==> src/include/i2c_bridge_pkg.sv <==
`default_nettype none
package i2c_bridge_pkg;
    // ==========================================
    // Register offsets
    localparam logic [7:0] ADDR_BRIDGE_CONFIG = 8'h05;
    localparam logic [7:0] ADDR_DESER_ADDRESS = 8'h06;
    localparam logic [7:0] ADDR_TARGET_PHYS0 = 8'h07;
    localparam logic [7:0] ADDR_TARGET_ALIAS0 = 8'h08;
    // ==========================================
    // Field positions
    localparam int CFG_WD_DISABLE_BIT = 0;
    localparam int CFG_WD_FAST_BIT = 1;
    localparam int CFG_BLOCK_WR_BIT = 2;
    localparam int CFG_SDA_DLY_LSB = 3;
    localparam int HOLD_ADDR_BIT = 0;
    localparam int ADDR7_LSB = 1;
    // ==========================================
    // Reset values
    localparam logic [4:0] CFG_RESET = 5'h00;
    localparam logic [6:0] ADDR7_RESET = 7'h00;
    localparam logic HOLD_RESET = 1'b0;
    // ==========================================
    // Timing
    localparam int CLK_PERIOD_NS = 100;
    localparam int SDA_DLY_BASE_NS = 200;
    localparam int SDA_DLY_STEP_NS = 40;
    localparam int WD_FAST_US = 50;
    localparam int WD_SLOW_S = 1;
    localparam int WD_FAST_CYCLES = (WD_FAST_US * 1000) / CLK_PERIOD_NS;
    localparam int WD_SLOW_CYCLES = (WD_SLOW_S * 1000000000) / CLK_PERIOD_NS;
    localparam int RECOVERY_HALF_US = 5;
    localparam int RECOVERY_HALF_CYCLES = (RECOVERY_HALF_US * 1000) / CLK_PERIOD_NS;
    localparam int RECOVERY_PULSES = 9;
    localparam int WD_CNT_W = 24;

    // Least time, so round up
    function automatic logic [2:0] sda_delay_cycles(input logic [1:0] code);
        int ns;
        ns = SDA_DLY_BASE_NS + SDA_DLY_STEP_NS * int'(code);
        return 3'((ns + CLK_PERIOD_NS - 1) / CLK_PERIOD_NS);
    endfunction
endpackage
`default_nettype wire

==> src/include/bus_watchdog_if.sv <==
`timescale 1ns/1ps
`default_nettype none
interface bus_watchdog_if;
    logic enable;
    logic fast;
    logic scl_s;
    logic sda_s;
    logic bus_free;
    logic scl_pull;
    logic recovering;
    modport ctrl(output enable, output fast, output scl_s, output sda_s,
                 input bus_free, input scl_pull, input recovering);
    modport wd(input enable, input fast, input scl_s, input sda_s,
               output bus_free, output scl_pull, output recovering);
endinterface
`default_nettype wire

==> src/bus_watchdog.sv <==
`timescale 1ns/1ps
`default_nettype none
module bus_watchdog
    import i2c_bridge_pkg::*;
#(
    parameter int SLOW_CYCLES = WD_SLOW_CYCLES
) (
    input wire logic clk,
    input wire logic srst,
    bus_watchdog_if.wd w
);
    typedef enum logic [1:0] {WATCH, IDLE_FREE, PULL_LOW, RELEASE} wd_state_e;

    wd_state_e state_q, state_d;
    logic [WD_CNT_W-1:0] cnt_q;
    logic [6:0] half_q;
    logic [3:0] pulses_q;
    logic scl_prev_q, sda_prev_q;

    wire activity = (w.scl_s != scl_prev_q) || (w.sda_s != sda_prev_q);
    wire [WD_CNT_W-1:0] limit = w.fast ? WD_CNT_W'(WD_FAST_CYCLES - 1) : WD_CNT_W'(SLOW_CYCLES - 1);
    wire expired = (cnt_q >= limit);
    wire half_done = (half_q == 7'(RECOVERY_HALF_CYCLES - 1));

    always_comb begin
        state_d = state_q;
        unique case (state_q)
            WATCH: begin
                if (expired && !activity) begin
                    state_d = w.sda_s ? IDLE_FREE : PULL_LOW;
                end
            end
            IDLE_FREE: begin
                if (activity) begin
                    state_d = WATCH;
                end
            end
            PULL_LOW: begin
                if (half_done) begin
                    state_d = RELEASE;
                end
            end
            RELEASE: begin
                if (half_done) begin
                    state_d = (pulses_q == 4'(RECOVERY_PULSES - 1)) ? WATCH : PULL_LOW;
                end
            end
        endcase
    end

    always_ff @(posedge clk) begin
        scl_prev_q <= w.scl_s;
        sda_prev_q <= w.sda_s;
        if (srst || !w.enable) begin
            state_q <= WATCH;
            cnt_q <= '0;
            half_q <= '0;
            pulses_q <= '0;
            w.bus_free <= 1'b0;
            w.scl_pull <= 1'b0;
            w.recovering <= 1'b0;
        end else begin
            state_q <= state_d;
            cnt_q <= (activity || state_q != WATCH) ? '0 : (expired ? cnt_q : cnt_q + 1'b1);
            half_q <= (state_q inside {PULL_LOW, RELEASE}) && !half_done ? half_q + 1'b1 : '0;
            if (state_q == WATCH) begin
                pulses_q <= '0;
            end else if (state_q == RELEASE && half_done) begin
                pulses_q <= pulses_q + 1'b1;
            end
            w.bus_free <= (state_d == IDLE_FREE);
            w.scl_pull <= (state_d == PULL_LOW);
            w.recovering <= (state_d inside {PULL_LOW, RELEASE});
        end
    end
endmodule
`default_nettype wire

==> src/i2c_bridge_ctrl.sv <==
`timescale 1ns/1ps
`default_nettype none
module i2c_bridge_ctrl
    import i2c_bridge_pkg::*;
#(
    parameter int WD_SLOW_CYCLES_P = WD_SLOW_CYCLES
) (
    input wire logic clk,
    input wire logic srst,
    input wire logic [7:0] reg_addr,
    input wire logic [7:0] reg_wdata,
    input wire logic reg_wr,
    input wire logic reg_from_channel,
    input wire logic second_port_select,
    output logic [7:0] reg_rdata,
    output logic reg_wr_refused,
    input wire logic [1:0] rx_lock,
    input wire logic [1:0] chan_addr_valid,
    input wire logic [6:0] chan_addr_p0,
    input wire logic [6:0] chan_addr_p1,
    input wire logic txn_valid,
    input wire logic txn_port,
    input wire logic [6:0] txn_addr,
    output logic fwd_valid,
    output logic fwd_to_deser,
    output logic [6:0] fwd_addr,
    input wire logic scl_in,
    input wire logic sda_in,
    input wire logic sda_drive_low,
    output logic scl_out,
    output logic scl_oe_n,
    output logic sda_out,
    output logic sda_oe_n,
    output logic bus_free,
    output logic bus_recovering
);
    // ==========================================
    // Pin synchronisers
    // Left unreset; the reset period flushes them
    logic [1:0] scl_sync_q;
    logic [1:0] sda_sync_q;
    logic scl_prev_q;
    always_ff @(posedge clk) begin
        scl_sync_q <= {scl_sync_q[0], scl_in};
        sda_sync_q <= {sda_sync_q[0], sda_in};
        scl_prev_q <= scl_sync_q[1];
    end
    wire scl_s = scl_sync_q[1];
    wire sda_s = sda_sync_q[1];

    // ==========================================
    // Registers
    logic [4:0] cfg_q;
    logic [6:0] deser_addr_q [2];
    logic hold_q [2];
    logic [6:0] phys_q [2];
    logic [6:0] alias_q [2];

    wire port = second_port_select;
    wire hit_cfg = (reg_addr == ADDR_BRIDGE_CONFIG);
    wire hit_deser = (reg_addr == ADDR_DESER_ADDRESS);
    wire hit_phys = (reg_addr == ADDR_TARGET_PHYS0);
    wire hit_alias = (reg_addr == ADDR_TARGET_ALIAS0);
    // Only writes into this register file are gated; passthrough traffic never comes here
    wire wr_blocked = reg_wr && reg_from_channel && cfg_q[CFG_BLOCK_WR_BIT];
    wire wr_ok = reg_wr && !wr_blocked;

    wire [7:0] rd_cfg = {3'h0, cfg_q};
    wire [7:0] rd_deser = {deser_addr_q[port], hold_q[port]};
    wire [7:0] rd_phys = {phys_q[port], 1'b0};
    wire [7:0] rd_alias = {alias_q[port], 1'b0};
    logic [7:0] rd_mux;
    assign rd_mux = hit_cfg ? rd_cfg :
                    hit_deser ? rd_deser :
                    hit_phys ? rd_phys :
                    hit_alias ? rd_alias : 8'h00;

    // Read data lags the address by one cycle

    always_ff @(posedge clk) begin
        if (srst) begin
            cfg_q <= CFG_RESET;
            reg_rdata <= 8'h00;
            reg_wr_refused <= 1'b0;
        end else begin
            reg_rdata <= rd_mux;
            reg_wr_refused <= wr_blocked;
            if (wr_ok && hit_cfg) begin
                cfg_q <= reg_wdata[4:0];
            end
        end
    end

    // ==========================================
    // Per-port copies
    logic [6:0] chan_addr [2];
    assign chan_addr[0] = chan_addr_p0;
    assign chan_addr[1] = chan_addr_p1;

    for (genvar p = 0; p < 2; p++) begin : g_port
        wire sel = (port == 1'(p));
        always_ff @(posedge clk) begin
            if (srst) begin
                deser_addr_q[p] <= ADDR7_RESET;
                hold_q[p] <= HOLD_RESET;
                phys_q[p] <= ADDR7_RESET;
                alias_q[p] <= ADDR7_RESET;
            end else begin
                // Software write wins over a same-cycle channel offer
                if (wr_ok && sel && hit_deser) begin
                    deser_addr_q[p] <= reg_wdata[7:ADDR7_LSB];
                    hold_q[p] <= reg_wdata[HOLD_ADDR_BIT];
                end else if (rx_lock[p] && chan_addr_valid[p] && !hold_q[p]) begin
                    deser_addr_q[p] <= chan_addr[p];
                end
                if (wr_ok && sel && hit_phys) begin
                    phys_q[p] <= reg_wdata[7:ADDR7_LSB];
                end
                if (wr_ok && sel && hit_alias) begin
                    alias_q[p] <= reg_wdata[7:ADDR7_LSB];
                end
            end
        end
    end

    // ==========================================
    // Address remap toward the control channel
    // Zero in a programmed address means no match
    function automatic logic addr_match(input logic [6:0] prog, input logic [6:0] seen);
        return (prog != 7'h00) && (seen == prog);
    endfunction
    wire alias_hit = addr_match(alias_q[txn_port], txn_addr);
    wire deser_hit = addr_match(deser_addr_q[txn_port], txn_addr);
    // Alias wins over a deserializer match; fwd_addr holds between transactions
    always_ff @(posedge clk) begin
        if (srst) begin
            fwd_valid <= 1'b0;
            fwd_to_deser <= 1'b0;
            fwd_addr <= 7'h00;
        end else begin
            fwd_valid <= txn_valid && (alias_hit || deser_hit);
            fwd_to_deser <= deser_hit && !alias_hit;
            if (txn_valid) begin
                fwd_addr <= alias_hit ? phys_q[txn_port] : txn_addr;
            end
        end
    end

    // ==========================================
    // SDA output delay after SCL falls
    logic [2:0] dly_q;
    logic sda_pend_q;
    // A new SCL fall restarts the count, so only the last fall counts
    wire scl_fell = scl_prev_q && !scl_s;
    wire [2:0] dly_target = sda_delay_cycles(cfg_q[CFG_SDA_DLY_LSB +: 2]);
    always_ff @(posedge clk) begin
        if (srst) begin
            dly_q <= 3'h0;
            sda_pend_q <= 1'b0;
            sda_oe_n <= 1'b1;
            sda_out <= 1'b0;
        end else begin
            sda_out <= 1'b0;
            if (scl_fell) begin
                sda_pend_q <= 1'b1;
                dly_q <= 3'h1;
            end else if (sda_pend_q) begin
                dly_q <= dly_q + 3'h1;
            end
            if (sda_pend_q && !scl_fell && dly_q == dly_target) begin
                sda_pend_q <= 1'b0;
                sda_oe_n <= !sda_drive_low;
            end
        end
    end

    // ==========================================
    // Bus watchdog
    // Our own recovery pulses are not counted as bus activity
    bus_watchdog_if wd_bus();
    assign wd_bus.enable = !cfg_q[CFG_WD_DISABLE_BIT];
    assign wd_bus.fast = cfg_q[CFG_WD_FAST_BIT];
    assign wd_bus.scl_s = scl_s;
    assign wd_bus.sda_s = sda_s;

    bus_watchdog #(.SLOW_CYCLES(WD_SLOW_CYCLES_P)) u_watchdog (
        .clk(clk),
        .srst(srst),
        .w(wd_bus.wd)
    );

    // Open drain: output values stay 0, only the enables move
    always_ff @(posedge clk) begin
        if (srst) begin
            scl_out <= 1'b0;
            scl_oe_n <= 1'b1;
            bus_free <= 1'b0;
            bus_recovering <= 1'b0;
        end else begin
            scl_out <= 1'b0;
            scl_oe_n <= !wd_bus.scl_pull;
            bus_free <= wd_bus.bus_free;
            bus_recovering <= wd_bus.recovering;
        end
    end
endmodule
`default_nettype wire

==> config.mk <==
export PLATFORM = sky130hd
export DESIGN_NAME = i2c_bridge_ctrl
export DESIGN_NICKNAME = d
export VERILOG_FILES = /design/src/include/i2c_bridge_pkg.sv /design/src/include/bus_watchdog_if.sv /design/src/bus_watchdog.sv /design/src/i2c_bridge_ctrl.sv
export SDC_FILE = /design/constraint.sdc
export NUM_CORES = 1
export LEC_CHECK = 0
export ABC_AREA = 0
export BUFFER_PORTS_ARGS = -buffer_cell sky130_fd_sc_hd__buf_2
export CORE_ASPECT_RATIO = 0.9
export CORE_MARGIN = 3
export CORE_UTILIZATION = 55
export CTS_CLUSTER_DIAMETER = 200
export DETAILED_ROUTE_END_ITERATION = 8
export PLACE_DENSITY = 0.76
export SLEW_MARGIN = 40
export SYNTH_ARGS = -nofsm -noshare
export SYNTH_HDL_FRONTEND = slang
export SYNTH_SLANG_ARGS = --single-unit
==> constraint.sdc <==
create_clock -name clk -period 3 [get_ports clk]
set_input_delay 0.15 -clock clk [delete_from_list [all_inputs] [get_ports clk]]
set_output_delay 0.15 -clock clk [all_outputs]
set_load 0.1 [all_outputs]
== After elaboration in Yosys (flattened, before gate mapping) ==
Memories as Yosys holds them, arrays and structs flattened.
Cells that the tools add are included.
Widths: inputs -> output; s select.
Operators by class
  add/sub/neg operators: 7
  multipliers: 1
  div/mod/pow operators: 1
  magnitude comparators: 1
  eq/ne operators: 17
  shift-type cells: 0
  mux-type cells: 53
  bitwise operators: 12
  reduce and logical (&&, ||, !) cells: 53
Operator list (count)
  $mux 7: 9
  $div 32x8->32 const B: 1
  $mux 1: 32
  $logic_and 1x1->1: 26
  $add 24x1->24 const B: 1
  $eq 8x3->1 const B: 3
  $ge 24x24->1: 1
  $mux 24: 1
  $mux 8: 3
  $eq 7x7->1: 2
  $reduce_bool 7->1: 2
  $mux 2: 6
  $reduce_or 2->1: 6
  $sub 10x1->11 const B: 1
  $add 9x7->10 const B: 1
  $logic_not 1->1: 10
  $or 1x1->1: 10
  $add 8x8->9 const A: 1
  $eq 2x2->1 const B: 4
  $eq 8x4->1 const B: 1
  $pmux 2 s4: 1
  $reduce_bool 2->1: 4
  $add 7x1->7 const B: 1
  $eq 7x6->1 const B: 1
  11 further kinds: 17
Storage, ports and cells
  bits in registers: 77
  latch bits: 0
  bits in writable memories: 44
  memory bits (read-only): 0
  input bits: 51
  output and inout bits: 24
  logic and storage cells: 174
  memories: 4
Memory list
  alias_q: depth 2, bits a word 7, rd ports 2, clocked after memory_dff 0, write ports 2, line i2c_bridge_ctrl.sv:57  | logic [6:0] alias_q [2];
  deser_addr_q: depth 2, bits a word 7, rd ports 2, clocked after memory_dff 0, write ports 2, line i2c_bridge_ctrl.sv:54  | logic [6:0] deser_addr_q [2];
  phys_q: depth 2, bits a word 7, rd ports 2, clocked after memory_dff 0, write ports 2, line i2c_bridge_ctrl.sv:56  | logic [6:0] phys_q [2];
  hold_q: depth 2, bits a word 1, rd ports 3, clocked after memory_dff 0, write ports 2, line i2c_bridge_ctrl.sv:55  | logic hold_q [2];

== Logic depth before layout (Yosys ltp) ==
  depth in word-level cells: 11
  depth in mapped cells: 10
  gate-level depth less buffers: 8

== Cells and area by module ==
A second synthesis with hierarchy kept.
Unflattened totals
  cells, all modules: 635
  area, all modules: 6343.6 µm²
Modules (own cells, without submodules)
  i2c_bridge_ctrl: times used 1, cells each 370, area each 4007.6 µm², sequential area each 2042.0 µm²
  bus_watchdog: times used 1, cells each 265, area each 2336.0 µm², sequential area each 820.8 µm²

== Least setup slack after synthesis ==
No wires, ideal clock.
  path kind: reg2reg
  from: register cfg_q[1]
  to: register u_watchdog.cnt_q[23]
  setup time: 70 ps
  arrival: 2299 ps
  data required time: 2930 ps
  path slack: 631 ps
  stages on the path, launching flop included: 9
  buffers on the path: 1
  period minus slack after synthesis: 2369 ps
  cells stage by stage: dfxtp_1 -> ha_1 -> o31a_1 -> o21a_1 -> o41ai_2 -> o41ai_4 -> buf_6 -> or4_1 -> a21oi_1
On the way
  cells in the longest elaborated chain, start to end: 2
RTL lines
  start: declaration: line i2c_bridge_ctrl.sv:53  | logic [4:0] cfg_q;
  start signal: assignment: line i2c_bridge_ctrl.sv:89  | cfg_q <= reg_wdata[4:0];
  $mux 24: line bus_watchdog.sv:21  | wire [WD_CNT_W-1:0] limit = w.fast ? WD_CNT_W'(WD_FAST_CYCLES - 1) : WD_CNT_W'(SLOW_CYCLES - 1);
  $ge 24x24->1: line bus_watchdog.sv:22  | wire expired = (cnt_q >= limit);
  end signal: assignment: line bus_watchdog.sv:64  | cnt_q <= (activity || state_q != WATCH) ? '0 : (expired ? cnt_q : cnt_q + 1'b1);
  end: declaration: line bus_watchdog.sv:15  | logic [WD_CNT_W-1:0] cnt_q;
No other way between the ends.
A chain may end at the register's enable or synchronous reset.

== Worst setup path in the final report ==
Same ends and word-level chain as after synthesis.

==> results_dict.tcl <==
set metrics [dict create \
    vias 5180 \
    fin_hold_ws_ns 0.01980 \
    die-area_sq_um 12730 \
    path_clk_slew_ns 0.06 \
    p_sw_share_pct 24.03 \
    wl_met1_um 6875 \
    wl_met3_um 1245 \
    async_flop_share_pct 0 \
    synth_flop_cell "dfxtp_1" \
    path_delay_family "compound AO/OA/AOI/OAI gates" \
    peakVddDrop_v 0.0005390 \
    fp.dieW_um 118.6 \
    setup_viol 0 \
    ys_seq_area_share_pct 45.60 \
    layout.nets 762 \
    initial_core_util_pct 57.12 \
    core_area_sq_um 10990 \
    gp_congestion 0.8909 \
    cts_tree "yes" \
    tightest_slew_ns 0.9038 \
    min_to "cfg_q[0]" \
    max_stage_delay_ns 0.58 \
    fin_tns_setup_ns 0 \
    grt_setup_unrepaired "false" \
    grt_max_degree 40 \
    slew_viol_final 0 \
    hold_viol 0 \
    p_int_uw 3072 \
    yosys_warnings 0 \
    cp_data_required_time_ns 3.34 \
    cts_buffer_depth 2 \
    hold_depth 3 \
    met2_length_um 6763 \
    dp_hpwl_um 10900 \
    cp-end-kind "flip-flop" \
    antenna-diode-count 0 \
    critPathBufInv 1 \
    relSlewSlack_pct 39.28 \
    final_cells 856 \
    syn_avg_cell_area_sq_um 10.19 \
    finalWirelength_um 15090 \
    cts_sinks 121 \
    clock_power_share_pct 48.3 \
    synth_top_area_share_pct 24.56 \
    viasPerCell 6.051 \
    power_frac_comb_pct 7.7 \
    start_kind "flip-flop" \
    period_share_pct 91.55 \
    drtPass1Iterations 5 \
    r2r-start "cfg_q[1]" \
    synthTopCellsByArea "dfxtp_1 25%, edfxtp_1 21%, mux2i_1 7.3%, ha_1 4.0%, and2_1 3.3%" \
    status "complete, no violations" \
    reg2reg_to "u_watchdog.cnt_q[23]" \
    worst-setup-path-type "reg2reg" \
    grtUsageTotal_pct 24.52 \
    drv_cap 0 \
    multi_input_area_sq_um 3241 \
    highest_layer "met4" \
    syn2layout_area_growth_pct 17.38 \
    r2r_cells 8 \
    ff_latch_area_sq_um 2863 \
    path_max_fanout 15 \
    cellLeakagePower_uw 0.003003 \
    antenna_found_initial 0 \
    drtAntennaViolNets 0 \
    netlist_instances 616 \
    io_pins 75 \
    final_common_cell "dfxtp_1" \
    synth_seq_cells 121 \
    arrival_ns 3.09 \
    insertion_delay_ns 0.41 \
    finalCriticalPeriod_ns 2.747 \
    p_sw_uw 971.9 \
    drive_gt1_share_pct 19.89 \
    clockRootBuffer "clkbuf_16" \
    synth_area_leader_cell "dfxtp_1" \
    grt_pass1_vias 4924 \
    r2r_setup_slack_ns 0.25 \
    overflow 0 \
    path_cells "ha_1, a21o_1, a211oi_1, o21a_1, nor2_2, buf_4, or4_1, a21oi_1" \
    dr.first_iter.drc_count 418 \
    place.port_buffers 72 \
    htreeDepth 4 \
    crit_slowest_cell "dfxtp_1" \
    power_density_nw_per_um2 548.9 \
    max_freq_mhz 364.1 \
    hold_path.class "in2reg" \
    cts_resized 0 \
    grt_pass1_wl_um 24790 \
    seq_power_share_pct 44.1 \
    synth_enable_flop_cells 44 \
    wl_per_cell_um 17.63 \
    drc 0 \
    synth.distinct_cells 63 \
    fin_skew_ns 0.006595 \
    rows 36 \
    die_h_um 107.4 \
    hold_start "reg_wdata[0]" \
    cts_buffers 17 \
    final_cell_mix "77 x dfxtp_1, 72 x buf_2, 46 x mux2i_1" \
    dp_cells 821 \
    netlist_area_sq_um 6277 \
    fillers 885 \
]
power groups by stage:
stage               registers (uW)  logic (uW)  clock network, uW
floorplan                     1850         166                  0
global placement              1810         297                  0
detailed placement            1810         303                  0
CTS                           1780         308               1980
global route                  1790         336               2050
finish                        1780         311               1950
registers in the layout, indices dropped and copies added (netlist names), 2 cells and up:
| name | cells |
|---|---|
| deser_addr_q | 14 |
| scl_sync_q | 2 |
| phys_q | 14 |
| cfg_q | 5 |
| u_watchdog.state_q | 2 |
| dly_q | 3 |
| hold_q | 2 |
| alias_q | 14 |
| reg_rdata | 8 |
| u_watchdog.cnt_q | 24 |
| sda_sync_q | 2 |
| u_watchdog.pulses_q | 4 |
| u_watchdog.half_q | 7 |
| fwd_addr | 7 |
what timing repair did:
item | 4_1_cts | 5_1_grt
hold endpoints to repair | 3 | 0
hold buffers | 3 | 0
buffers inserted | 0 | 0
tightest hold or removal path, cell delays in order:
cell and delay (ns):
buf_2 0.10, mux2i_1 0.07, nor2_1 0.07
through the flow:
step           cell area [sq um]  util [%]  setup slack (ns)  total power, uW
2_1_floorplan               6281         -            0.6310             2013
3_3_place_gp                6751     61.43            0.4270             2107
3_5_place_dp                6751     61.43            0.3068             2117
4_1_cts                     7368     67.04            0.2844             4066
5_1_grt                     7368     67.04           0.06092             4173
6_report                    7368     67.04            0.2535             4044
synth_stat cells (3+ instances only):
cell      count
nand2b_1     11
inv_1         8
o311ai_0      6
and3_1        8
or4_1        11
o21a_1        4
nor2b_1       4
nand3_1      13
and4_1        3
nand2_1      32
buf_4         5
nor4_1        9
or3_1         8
a22o_1       14
nand3b_1      7
or3b_2        6
o21bai_1      6
o31a_1        4
nor3_1       13
a31o_2        4
a21oi_1      24
nor2_1       45
mux2_2        8
xnor2_1      13
clkbuf_1     16
o21ai_0      18
ha_1         20
nand4_1      13
or2_2         3
and2_1       33
nor3b_1       3
buf_2         4
mux2i_1      46
a31oi_1       3
edfxtp_1     44
xor2_1       15
a21o_1        4
o22ai_1      11
o31ai_1       7
a221oi_1      4
dfxtp_1      77
how the worst max path moves through the flow:
stage,from,to,slack [ns],depth (start not counted)
2_1_floorplan,cfg_q[1],u_watchdog.cnt_q[23],0.63,8
3_5_place_dp,cfg_q[1],u_watchdog.cnt_q[23],0.31,8
4_1_cts,cfg_q[1],u_watchdog.cnt_q[23],0.28,8
5_1_grt,cfg_q[1],u_watchdog.cnt_q[21],0.06,8
6_report,cfg_q[1],u_watchdog.cnt_q[23],0.25,8
3_3_place_gp,cfg_q[1],u_watchdog.cnt_q[22],0.43,8
layout make-up:
type	count	share of cell area [%]
inverters	8	0.4075
flip-flops and latches	121	38.85
clock buffers	22	6.894
repair buffers	84	6.215
well taps	152	2.581
multi-input cells	459	43.98
clock inverters	10	1.070
cell families (layout without fill, tap and decap cells):
kind of cell | after synthesis | after routing | synth area share [%]
buffers and inverters | 37 | 124 | 2.831
flip-flops | 121 | 121 | 45.61
multiplexers | 54 | 54 | 8.770
other | 1 | 2 | 0.05974
XOR/XNOR | 28 | 28 | 3.907
AO/OA/AOI/OAI | 122 | 122 | 13.95
AND/OR/NAND/NOR | 233 | 233 | 20.89
adder cells (fa/ha/maj) | 20 | 20 | 3.986
per-layer routing:
metal / vias up / track usage [%]
met5: - / 0
met4: 0 / 7.858
met3: 20 / 6.358
met2: 225 / 38.05
met1: 2471 / 33.69
li1: 2464 / -
Power figures use the tool's default switching activity.
